[config.mk]
export PLATFORM = sky130hd
export DESIGN_NAME = rsc_regs
export DESIGN_NICKNAME = d
export VERILOG_FILES = /design/src/logic/rsc_pkg.sv /design/src/logic/rsc_cal_counter.sv /design/src/logic/rsc_regs.sv
export SDC_FILE = /design/constraint.sdc
export NUM_CORES = 1
export LEC_CHECK = 0
export BUFFER_PORTS_ARGS = -buffer_cell sky130_fd_sc_hd__buf_2
export CORE_ASPECT_RATIO = 0.9
export CORE_UTILIZATION = 54
export DETAILED_ROUTE_END_ITERATION = 10
export GPL_ROUTABILITY_DRIVEN = 1
export PLACE_DENSITY = 0.78
export RECOVER_POWER = 50
export SYNTH_ARGS = -nofsm -noshare
export SYNTH_HDL_FRONTEND = slang
export SYNTH_SLANG_ARGS = --single-unit
[constraint.sdc]
create_clock -name core_clk -period 2.4 [get_ports core_clk]
set_clock_uncertainty 0.2 [all_clocks]
set_input_delay 0.24 -clock core_clk [delete_from_list [all_inputs] [get_ports core_clk]]
set_output_delay 0.24 -clock core_clk [all_outputs]
set_load 0.1 [all_outputs]
[src/logic/rsc_pkg.sv]
// Purpose: shared constants for the radio state configuration registers
// Assumes: 8-bit register port with 6-bit address from the config port
// Notes: offsets are byte-wide register addresses
package rsc_pkg;
	localparam logic [5:0] ADDR_DEVIATION = 6'h15;
	localparam logic [5:0] ADDR_SM_TWO = 6'h16;
	localparam logic [5:0] ADDR_SM_ONE = 6'h17;
	localparam logic [5:0] ADDR_SM_ZERO = 6'h18;
	localparam logic [7:0] MASK_DEVIATION = 8'h77;
	localparam logic [7:0] MASK_SM_TWO = 8'h1F;
	localparam logic [7:0] MASK_SM_ONE = 8'h3F;
	localparam logic [7:0] MASK_SM_ZERO = 8'h3F;
	localparam logic [7:0] RST_DEVIATION = 8'h47;
	localparam logic [7:0] RST_SM_TWO = 8'h07;
	localparam logic [7:0] RST_SM_ONE = 8'h30;
	localparam logic [7:0] RST_SM_ZERO = 8'h00;
	localparam int CS_TERM_BIT = 4;
	localparam int RXOFF_LSB = 2;
	localparam int AUTOCAL_LSB = 4;
	localparam int DEV_E_LSB = 4;
	localparam int DEV_M_LSB = 0;
	localparam logic [2:0] MOD_OOK = 3'h3;
	localparam logic [1:0] RXOFF_IDLE = 2'h0;
	localparam logic [1:0] RXOFF_STAY = 2'h3;
	localparam logic [1:0] CAL_NEVER = 2'h0;
	localparam logic [1:0] CAL_IDLE_TO_RX = 2'h1;
	localparam logic [1:0] CAL_RX_TO_IDLE = 2'h2;
	localparam logic [1:0] CAL_FOURTH = 2'h3;
	localparam int OOK_TIMEOUT_SYMBOLS = 8;
	localparam int CAL_EVERY_NTH = 4;
	typedef enum logic [1:0] {
		RSC_IDLE = 2'b00,
		RSC_CAL = 2'b01,
		RSC_RX = 2'b10
	} rsc_state_type;
endpackage

[src/logic/rsc_cal_counter.sv]
// Purpose: counts automatic rx to idle returns, fires on every fourth
// Assumes: tick is a one-cycle pulse
// Notes: counter cleared by clr
`timescale 1ns/1ps
module rsc_cal_counter #(
	parameter int PERIOD = 4
) (
	input wire logic core_clk,
	input wire logic rst_n,
	input wire logic tick,
	input wire logic clr,
	output logic fire
);
	logic [2:0] cnt_q;
	logic last;
	assign last = (cnt_q == 3'(PERIOD - 1));
	assign fire = tick && last;
	always_ff @(posedge core_clk or negedge rst_n) begin
		if (!rst_n)
			cnt_q <= 3'h0;
		else if (clr || fire)
			cnt_q <= 3'h0;
		else if (tick)
			cnt_q <= cnt_q + 3'h1;
	end
endmodule // rsc_cal_counter

[src/logic/rsc_regs.sv]
// Purpose: deviation and radio state machine configuration registers
// Assumes: synchronous byte register port; symbol_tick from the modem
// Notes: drives a small rx/idle/calibrate control machine
`timescale 1ns/1ps
module rsc_regs #(
	parameter int OOK_SYMBOLS = rsc_pkg::OOK_TIMEOUT_SYMBOLS,
	parameter int CAL_PERIOD = rsc_pkg::CAL_EVERY_NTH
) (
	input wire logic core_clk,
	input wire logic rst_n,
	input wire logic [5:0] reg_addr,
	input wire logic [7:0] reg_wdata,
	input wire logic reg_wr,
	input wire logic reg_rd,
	input wire logic [2:0] mod_format,
	input wire logic rx_strobe,
	input wire logic idle_strobe,
	input wire logic calibrate_command_strobe,
	input wire logic cal_done,
	input wire logic packet_done,
	input wire logic carrier_sense,
	input wire logic symbol_tick,
	output logic [7:0] reg_rdata,
	output logic [2:0] deviation_e,
	output logic [2:0] deviation_m,
	output logic synth_cal_start,
	output logic rx_active,
	output logic rx_timeout
);
	logic [7:0] dev_q;
	logic [7:0] sm2_q;
	logic [7:0] sm1_q;
	logic [7:0] sm0_q;
	logic [7:0] rdata_q;
	logic [2:0] dev_e_q;
	logic [2:0] dev_m_q;
	logic cal_start_q;
	logic rx_act_q;
	logic timeout_q;
	// sized for up to 16 symbols; a longer timeout needs a wider count
	logic [3:0] sym_cnt_q;
	logic cs_seen_q;
	logic cal_to_rx_q;
	rsc_pkg::rsc_state_type state_q;
	rsc_pkg::rsc_state_type state_d;
	logic wr_dev;
	logic wr_sm2;
	logic wr_sm1;
	logic wr_sm0;
	logic [7:0] rd_mux;
	logic [2:0] dev_e_field;
	logic [2:0] dev_m_field;
	logic is_ook;
	logic cs_term;
	logic ook_tmo;
	logic cs_end;
	logic auto_exit;
	logic pkt_stay;
	logic [1:0] autocal;
	logic [1:0] rxoff;
	logic cal_on_exit;
	logic fourth_fire;
	logic cal_req_rx;
	logic cal_req_exit;
	logic fourth_tick;
	logic fourth_clr;

	assign wr_dev = reg_wr && (reg_addr == rsc_pkg::ADDR_DEVIATION);
	assign wr_sm2 = reg_wr && (reg_addr == rsc_pkg::ADDR_SM_TWO);
	assign wr_sm1 = reg_wr && (reg_addr == rsc_pkg::ADDR_SM_ONE);
	assign wr_sm0 = reg_wr && (reg_addr == rsc_pkg::ADDR_SM_ZERO);
	// unmapped addresses read as zero
	assign rd_mux = (reg_addr == rsc_pkg::ADDR_DEVIATION) ? dev_q :
		(reg_addr == rsc_pkg::ADDR_SM_TWO) ? sm2_q :
		(reg_addr == rsc_pkg::ADDR_SM_ONE) ? sm1_q :
		(reg_addr == rsc_pkg::ADDR_SM_ZERO) ? sm0_q : 8'h00;

	assign is_ook = (mod_format == rsc_pkg::MOD_OOK);
	assign cs_term = sm2_q[rsc_pkg::CS_TERM_BIT];
	assign rxoff = sm1_q[rsc_pkg::RXOFF_LSB +: 2];
	assign autocal = sm0_q[rsc_pkg::AUTOCAL_LSB +: 2];
	assign dev_e_field = dev_q[rsc_pkg::DEV_E_LSB +: 3];
	assign dev_m_field = dev_q[rsc_pkg::DEV_M_LSB +: 3];
	// ook early timeout: 8 symbols elapsed with no carrier seen
	assign ook_tmo = cs_term && is_ook && !cs_seen_q && symbol_tick &&
		(sym_cnt_q == 4'(OOK_SYMBOLS - 1));
	// carrier lost after being seen ends rx early
	assign cs_end = cs_term && cs_seen_q && !carrier_sense;
	assign pkt_stay = (rxoff == rsc_pkg::RXOFF_STAY);
	assign auto_exit = (state_q == rsc_pkg::RSC_RX) &&
		(ook_tmo || cs_end || (packet_done && !pkt_stay));
	assign cal_on_exit = auto_exit &&
		((autocal == rsc_pkg::CAL_RX_TO_IDLE) || fourth_fire);
	assign cal_req_rx = rx_strobe && (state_q == rsc_pkg::RSC_IDLE) &&
		(autocal == rsc_pkg::CAL_IDLE_TO_RX);
	// manual strobe is the only path when autocal is never
	assign cal_req_exit = cal_on_exit ||
		(calibrate_command_strobe && (state_q == rsc_pkg::RSC_IDLE));

	// every-fourth counter idles at zero unless that mode is selected
	assign fourth_tick = auto_exit && (autocal == rsc_pkg::CAL_FOURTH);
	assign fourth_clr = (autocal != rsc_pkg::CAL_FOURTH);
	rsc_cal_counter #(
		.PERIOD(CAL_PERIOD)
	) u_cnt (
		.core_clk(core_clk),
		.rst_n(rst_n),
		.tick(fourth_tick),
		.clr(fourth_clr),
		.fire(fourth_fire)
	);

	always_comb begin
		state_d = state_q;
		case (state_q)
			rsc_pkg::RSC_IDLE: begin
				if (cal_req_rx || cal_req_exit)
					state_d = rsc_pkg::RSC_CAL;
				else if (rx_strobe)
					state_d = rsc_pkg::RSC_RX;
			end
			rsc_pkg::RSC_CAL: begin
				if (cal_done)
					state_d = cal_to_rx_q ? rsc_pkg::RSC_RX : rsc_pkg::RSC_IDLE;
			end
			rsc_pkg::RSC_RX: begin
				// idle strobe is a manual exit, so it never calibrates
				if (cal_on_exit)
					state_d = rsc_pkg::RSC_CAL;
				else if (auto_exit || idle_strobe)
					state_d = rsc_pkg::RSC_IDLE;
			end
			default: state_d = rsc_pkg::RSC_IDLE;
		endcase
	end

	always_ff @(posedge core_clk or negedge rst_n) begin
		if (!rst_n) begin
			dev_q <= rsc_pkg::RST_DEVIATION;
			sm2_q <= rsc_pkg::RST_SM_TWO;
			sm1_q <= rsc_pkg::RST_SM_ONE;
			sm0_q <= rsc_pkg::RST_SM_ZERO;
		end else begin
			// reserved bits are masked on write so they always read zero
			if (wr_dev)
				dev_q <= reg_wdata & rsc_pkg::MASK_DEVIATION;
			if (wr_sm2)
				sm2_q <= reg_wdata & rsc_pkg::MASK_SM_TWO;
			if (wr_sm1)
				sm1_q <= reg_wdata & rsc_pkg::MASK_SM_ONE;
			if (wr_sm0)
				sm0_q <= reg_wdata & rsc_pkg::MASK_SM_ZERO;
		end
	end

	always_ff @(posedge core_clk or negedge rst_n) begin
		if (!rst_n) begin
			rdata_q <= 8'h00;
			dev_e_q <= 3'h0;
			dev_m_q <= 3'h0;
		end else begin
			if (reg_rd)
				rdata_q <= rd_mux;
			// ook ignores deviation, so demod sees zero
			dev_e_q <= is_ook ? 3'h0 : dev_e_field;
			dev_m_q <= is_ook ? 3'h0 : dev_m_field;
		end
	end

	always_ff @(posedge core_clk or negedge rst_n) begin
		if (!rst_n) begin
			state_q <= rsc_pkg::RSC_IDLE;
			cal_to_rx_q <= 1'b0;
			cal_start_q <= 1'b0;
			rx_act_q <= 1'b0;
			timeout_q <= 1'b0;
		end else begin
			state_q <= state_d;
			// remembers whether this calibration ends in rx
			if (state_q != rsc_pkg::RSC_CAL)
				cal_to_rx_q <= cal_req_rx;
			cal_start_q <= (state_d == rsc_pkg::RSC_CAL) &&
				(state_q != rsc_pkg::RSC_CAL);
			rx_act_q <= (state_d == rsc_pkg::RSC_RX);
			timeout_q <= ook_tmo && (state_q == rsc_pkg::RSC_RX);
		end
	end

	always_ff @(posedge core_clk or negedge rst_n) begin
		if (!rst_n) begin
			sym_cnt_q <= 4'h0;
			cs_seen_q <= 1'b0;
		end else if (state_q != rsc_pkg::RSC_RX) begin
			sym_cnt_q <= 4'h0;
			cs_seen_q <= 1'b0;
		end else begin
			// carrier must be seen once before its loss can end rx
			if (carrier_sense)
				cs_seen_q <= 1'b1;
			// saturating, so one rx visit gives at most one timeout
			if (symbol_tick && sym_cnt_q != 4'hF)
				sym_cnt_q <= sym_cnt_q + 4'h1;
		end
	end

	assign reg_rdata = rdata_q;
	assign deviation_e = dev_e_q;
	assign deviation_m = dev_m_q;
	assign synth_cal_start = cal_start_q;
	assign rx_active = rx_act_q;
	assign rx_timeout = timeout_q;
endmodule // rsc_regs

==> results_dict.tcl <==
set metrics [dict create \
    drt_wl_total_microns 4560 \
    slew_violations 0 \
    cts.sinks 50 \
    overflow 0 \
    io_pins 45 \
    final_util_pct 70.4 \
    multi_input_area_sq_um 967 \
    worstMarginPinSlew_ns 1.19 \
    switching_share_pct 31.7 \
    post-route-period-util_pct 79.4 \
    antenna_left 0 \
    numCtsBuffers 5 \
    ys_seq_area_share_pct 55.6 \
    initial_core_util_pct 58.8 \
    grt_pass1_wl_microns 7820 \
    grtUsageTotal_pct 22.8 \
    mostFrequentLayoutCell "buf_2" \
    synth_area_sq_um 2270 \
    cp-end-kind "flip-flop" \
    ys.flop_type "dfrtp_1" \
    drc_errors 0 \
    drtIter0Drc 115 \
    synth_top_area_share_pct 45.2 \
    antenna_found_initial 0 \
    wl_per_cell_microns 16.1 \
    grt_max_degree 51 \
    path_class "reg2reg" \
    die_area_sq_um 4470 \
    vias 1612 \
    dr.pass1.iters 4 \
    cts_root_buffer "clkbuf_8" \
    status "completed" \
    synth-edff-count 0 \
    cts_resized 0 \
    hp-class "in2reg" \
    grt_pass1_vias 1692 \
    yosys_warnings 0 \
    htree_levels 2 \
    synth_top_cell_by_area "dfrtp_1" \
    syn_inst 185 \
    antenna_cells 0 \
    crit_arrival_ns 1.91 \
    gp_congestion 0.809 \
    die_w_microns 70.4 \
    fillerInstances 282 \
    worstPathMaxFanout 3 \
    seq_area_sq_um 1260 \
    maxCapViolCount 0 \
    period_minus_slack_ns 1.90 \
    syn_area_per_cell_sq_um 12.3 \
    ir_worst_vdd_uv 599 \
    fp.coreArea_sq_um 3860 \
    clkPwrFrac_pct 31.8 \
    clockBufferDepth 2 \
    io_buffer_count 42 \
    die_y_microns 63.5 \
    viasPerCell 5.70 \
    rsz0062_at_grt "false" \
    cts_tree "done" \
    layout-drive-gt1-share_pct 37.1 \
    p_int_mw 1.56 \
    slew_headroom_pct 20.8 \
    synth-async-reset-ratio_pct 100 \
    syn_nets 216 \
    yosys-top-cells-area "dfrtp_1, dfstp_2, mux2_2, mux2_4, o21ai_0" \
    setup_viol 0 \
    final_cell_mix "buf_2, dfrtp_1, mux2_2" \
    critPathLaunchType "flip-flop" \
    clkTransAtPathRegs_ns 0.10 \
    fmaxAchievable_ghz 0.525 \
    cp.required_ns 2.41 \
    seq_power_share_pct 45.2 \
    final_nets 267 \
    syn_to_final_growth_pct 19.7 \
    ys_types 41 \
    combinationalPowerShare_pct 23.0 \
    num_rows 21 \
    post-dp-hpwl_microns 3050 \
    yosys_register_bits 50 \
    clk_latency_ns 0.31 \
    switchingPower_mw 0.724 \
    hold_viol 0 \
    powerDensity_nw_per_um2 840 \
    tns_ns 0 \
    p_leak_nw 1.34 \
]
## path summary, 6_finish.rpt
check	startpoint	endpoint	slack [ns]	cells after the start
min	carrier_sense	cs_seen_q	0.009	3
min reg2reg	dev_q[4]	deviation_e[0]	0.32	1
min in group asynchronous	rst_n	state_q[0]	0.57	3
max	sym_cnt_q[0]	u_cnt.cnt_q[2]	0.50	5
max reg2reg	sym_cnt_q[0]	u_cnt.cnt_q[2]	0.50	5
max in group asynchronous	rst_n	sym_cnt_q[1]	0.70	3
## cell families after synthesis
group / count (synthesis) / synth area share, %
and+or+nand+nor: 58 / 15.5
DFF: 50 / 55.6
AOI/OAI and AO/OA: 34 / 10.3
muxes: 27 / 14.2
buffers and inverters: 10 / 1.82
adders and majority gates: 3 / 1.65
xor gates and xnor gates: 2 / 0.771
other: 1 / 0.165
## critical path, stage by stage, from the launching register on
cell	delay, ns
dfrtp_1	0.41
ha_1	0.24
and4b_1	0.20
and4bb_2	0.24
o21bai_2	0.16
mux2_2	0.36
## cell usage after synthesis (2+ instances only)
library cell  instances
a221oi_1              4
o211ai_1              4
dfstp_2               9
mux2i_1               3
ha_1                  3
mux2_4                6
and2_1                7
nand3b_1              2
nor2b_1               7
xor2_1                2
nand3_1               6
and4bb_2              2
a31oi_1               6
nand2_1              12
a21oi_1               2
nor2_1                9
o21ai_0               9
inv_1                 5
dfrtp_1              41
mux2_2               18
clkbuf_1              3
o2bb2ai_1             3
nor3_1                2
and3_1                3
## through the flow
step                hold WS (ns)  total power [mW]  cell area (sq um)  setup slack, ns  cells
finish                   0.00873              2.28               2720            0.495    283
global route              0.0100              2.38               2720            0.403    283
CTS                      0.00735              2.30               2720            0.501    283
floorplan                 -0.256              1.44               2270            0.481    185
global placement           0.180              1.56               2540            0.476    271
detailed placement         0.180              1.57               2540            0.452    271
## sequential cells by signal, summed over array words and instances, names as in the netlist, 3 cells and up
signal / cells
sm0_q: 6
deviation_m: 3
sym_cnt_q: 4
sm1_q: 6
deviation_e: 3
reg_rdata: 7
sm2_q: 5
u_cnt.cnt_q: 3
dev_q: 6
## power by group through the flow
| stage | Clock, mW | Combinational, mW | Sequential, mW |
|---|---|---|---|
| floorplan | 0 | 0.188 | 1.25 |
| global placement | 0 | 0.512 | 1.05 |
| detailed placement | 0 | 0.522 | 1.05 |
| CTS | 0.734 | 0.529 | 1.04 |
| global route | 0.775 | 0.562 | 1.05 |
| finish | 0.726 | 0.526 | 1.03 |
## layout make-up
| cell class | instances | share of cell area [%] |
|---|---|---|
| clock buffers | 6 | 3.04 |
| clock inverters | 2 | 2.21 |
| inverters | 5 | 0.690 |
| multi-input cells | 125 | 35.6 |
| flip-flops and latches | 50 | 46.4 |
| well taps | 46 | 2.12 |
| repair buffers | 49 | 9.94 |
## metal layers
metal / track usage [%] / wire length [microns]
met1: 30.6 / 2120
met4: 8.75 / 126
met5: 0 / 0
met2: 34.9 / 2060
met3: 6.72 / 251
## what timing repair did
item                                   4_1_cts  5_1_grt
setup buffers                                0        0
hold buffers                                 4        0
endpoints found under the hold margin       47        0
Power figures use the tool's default switching activity.
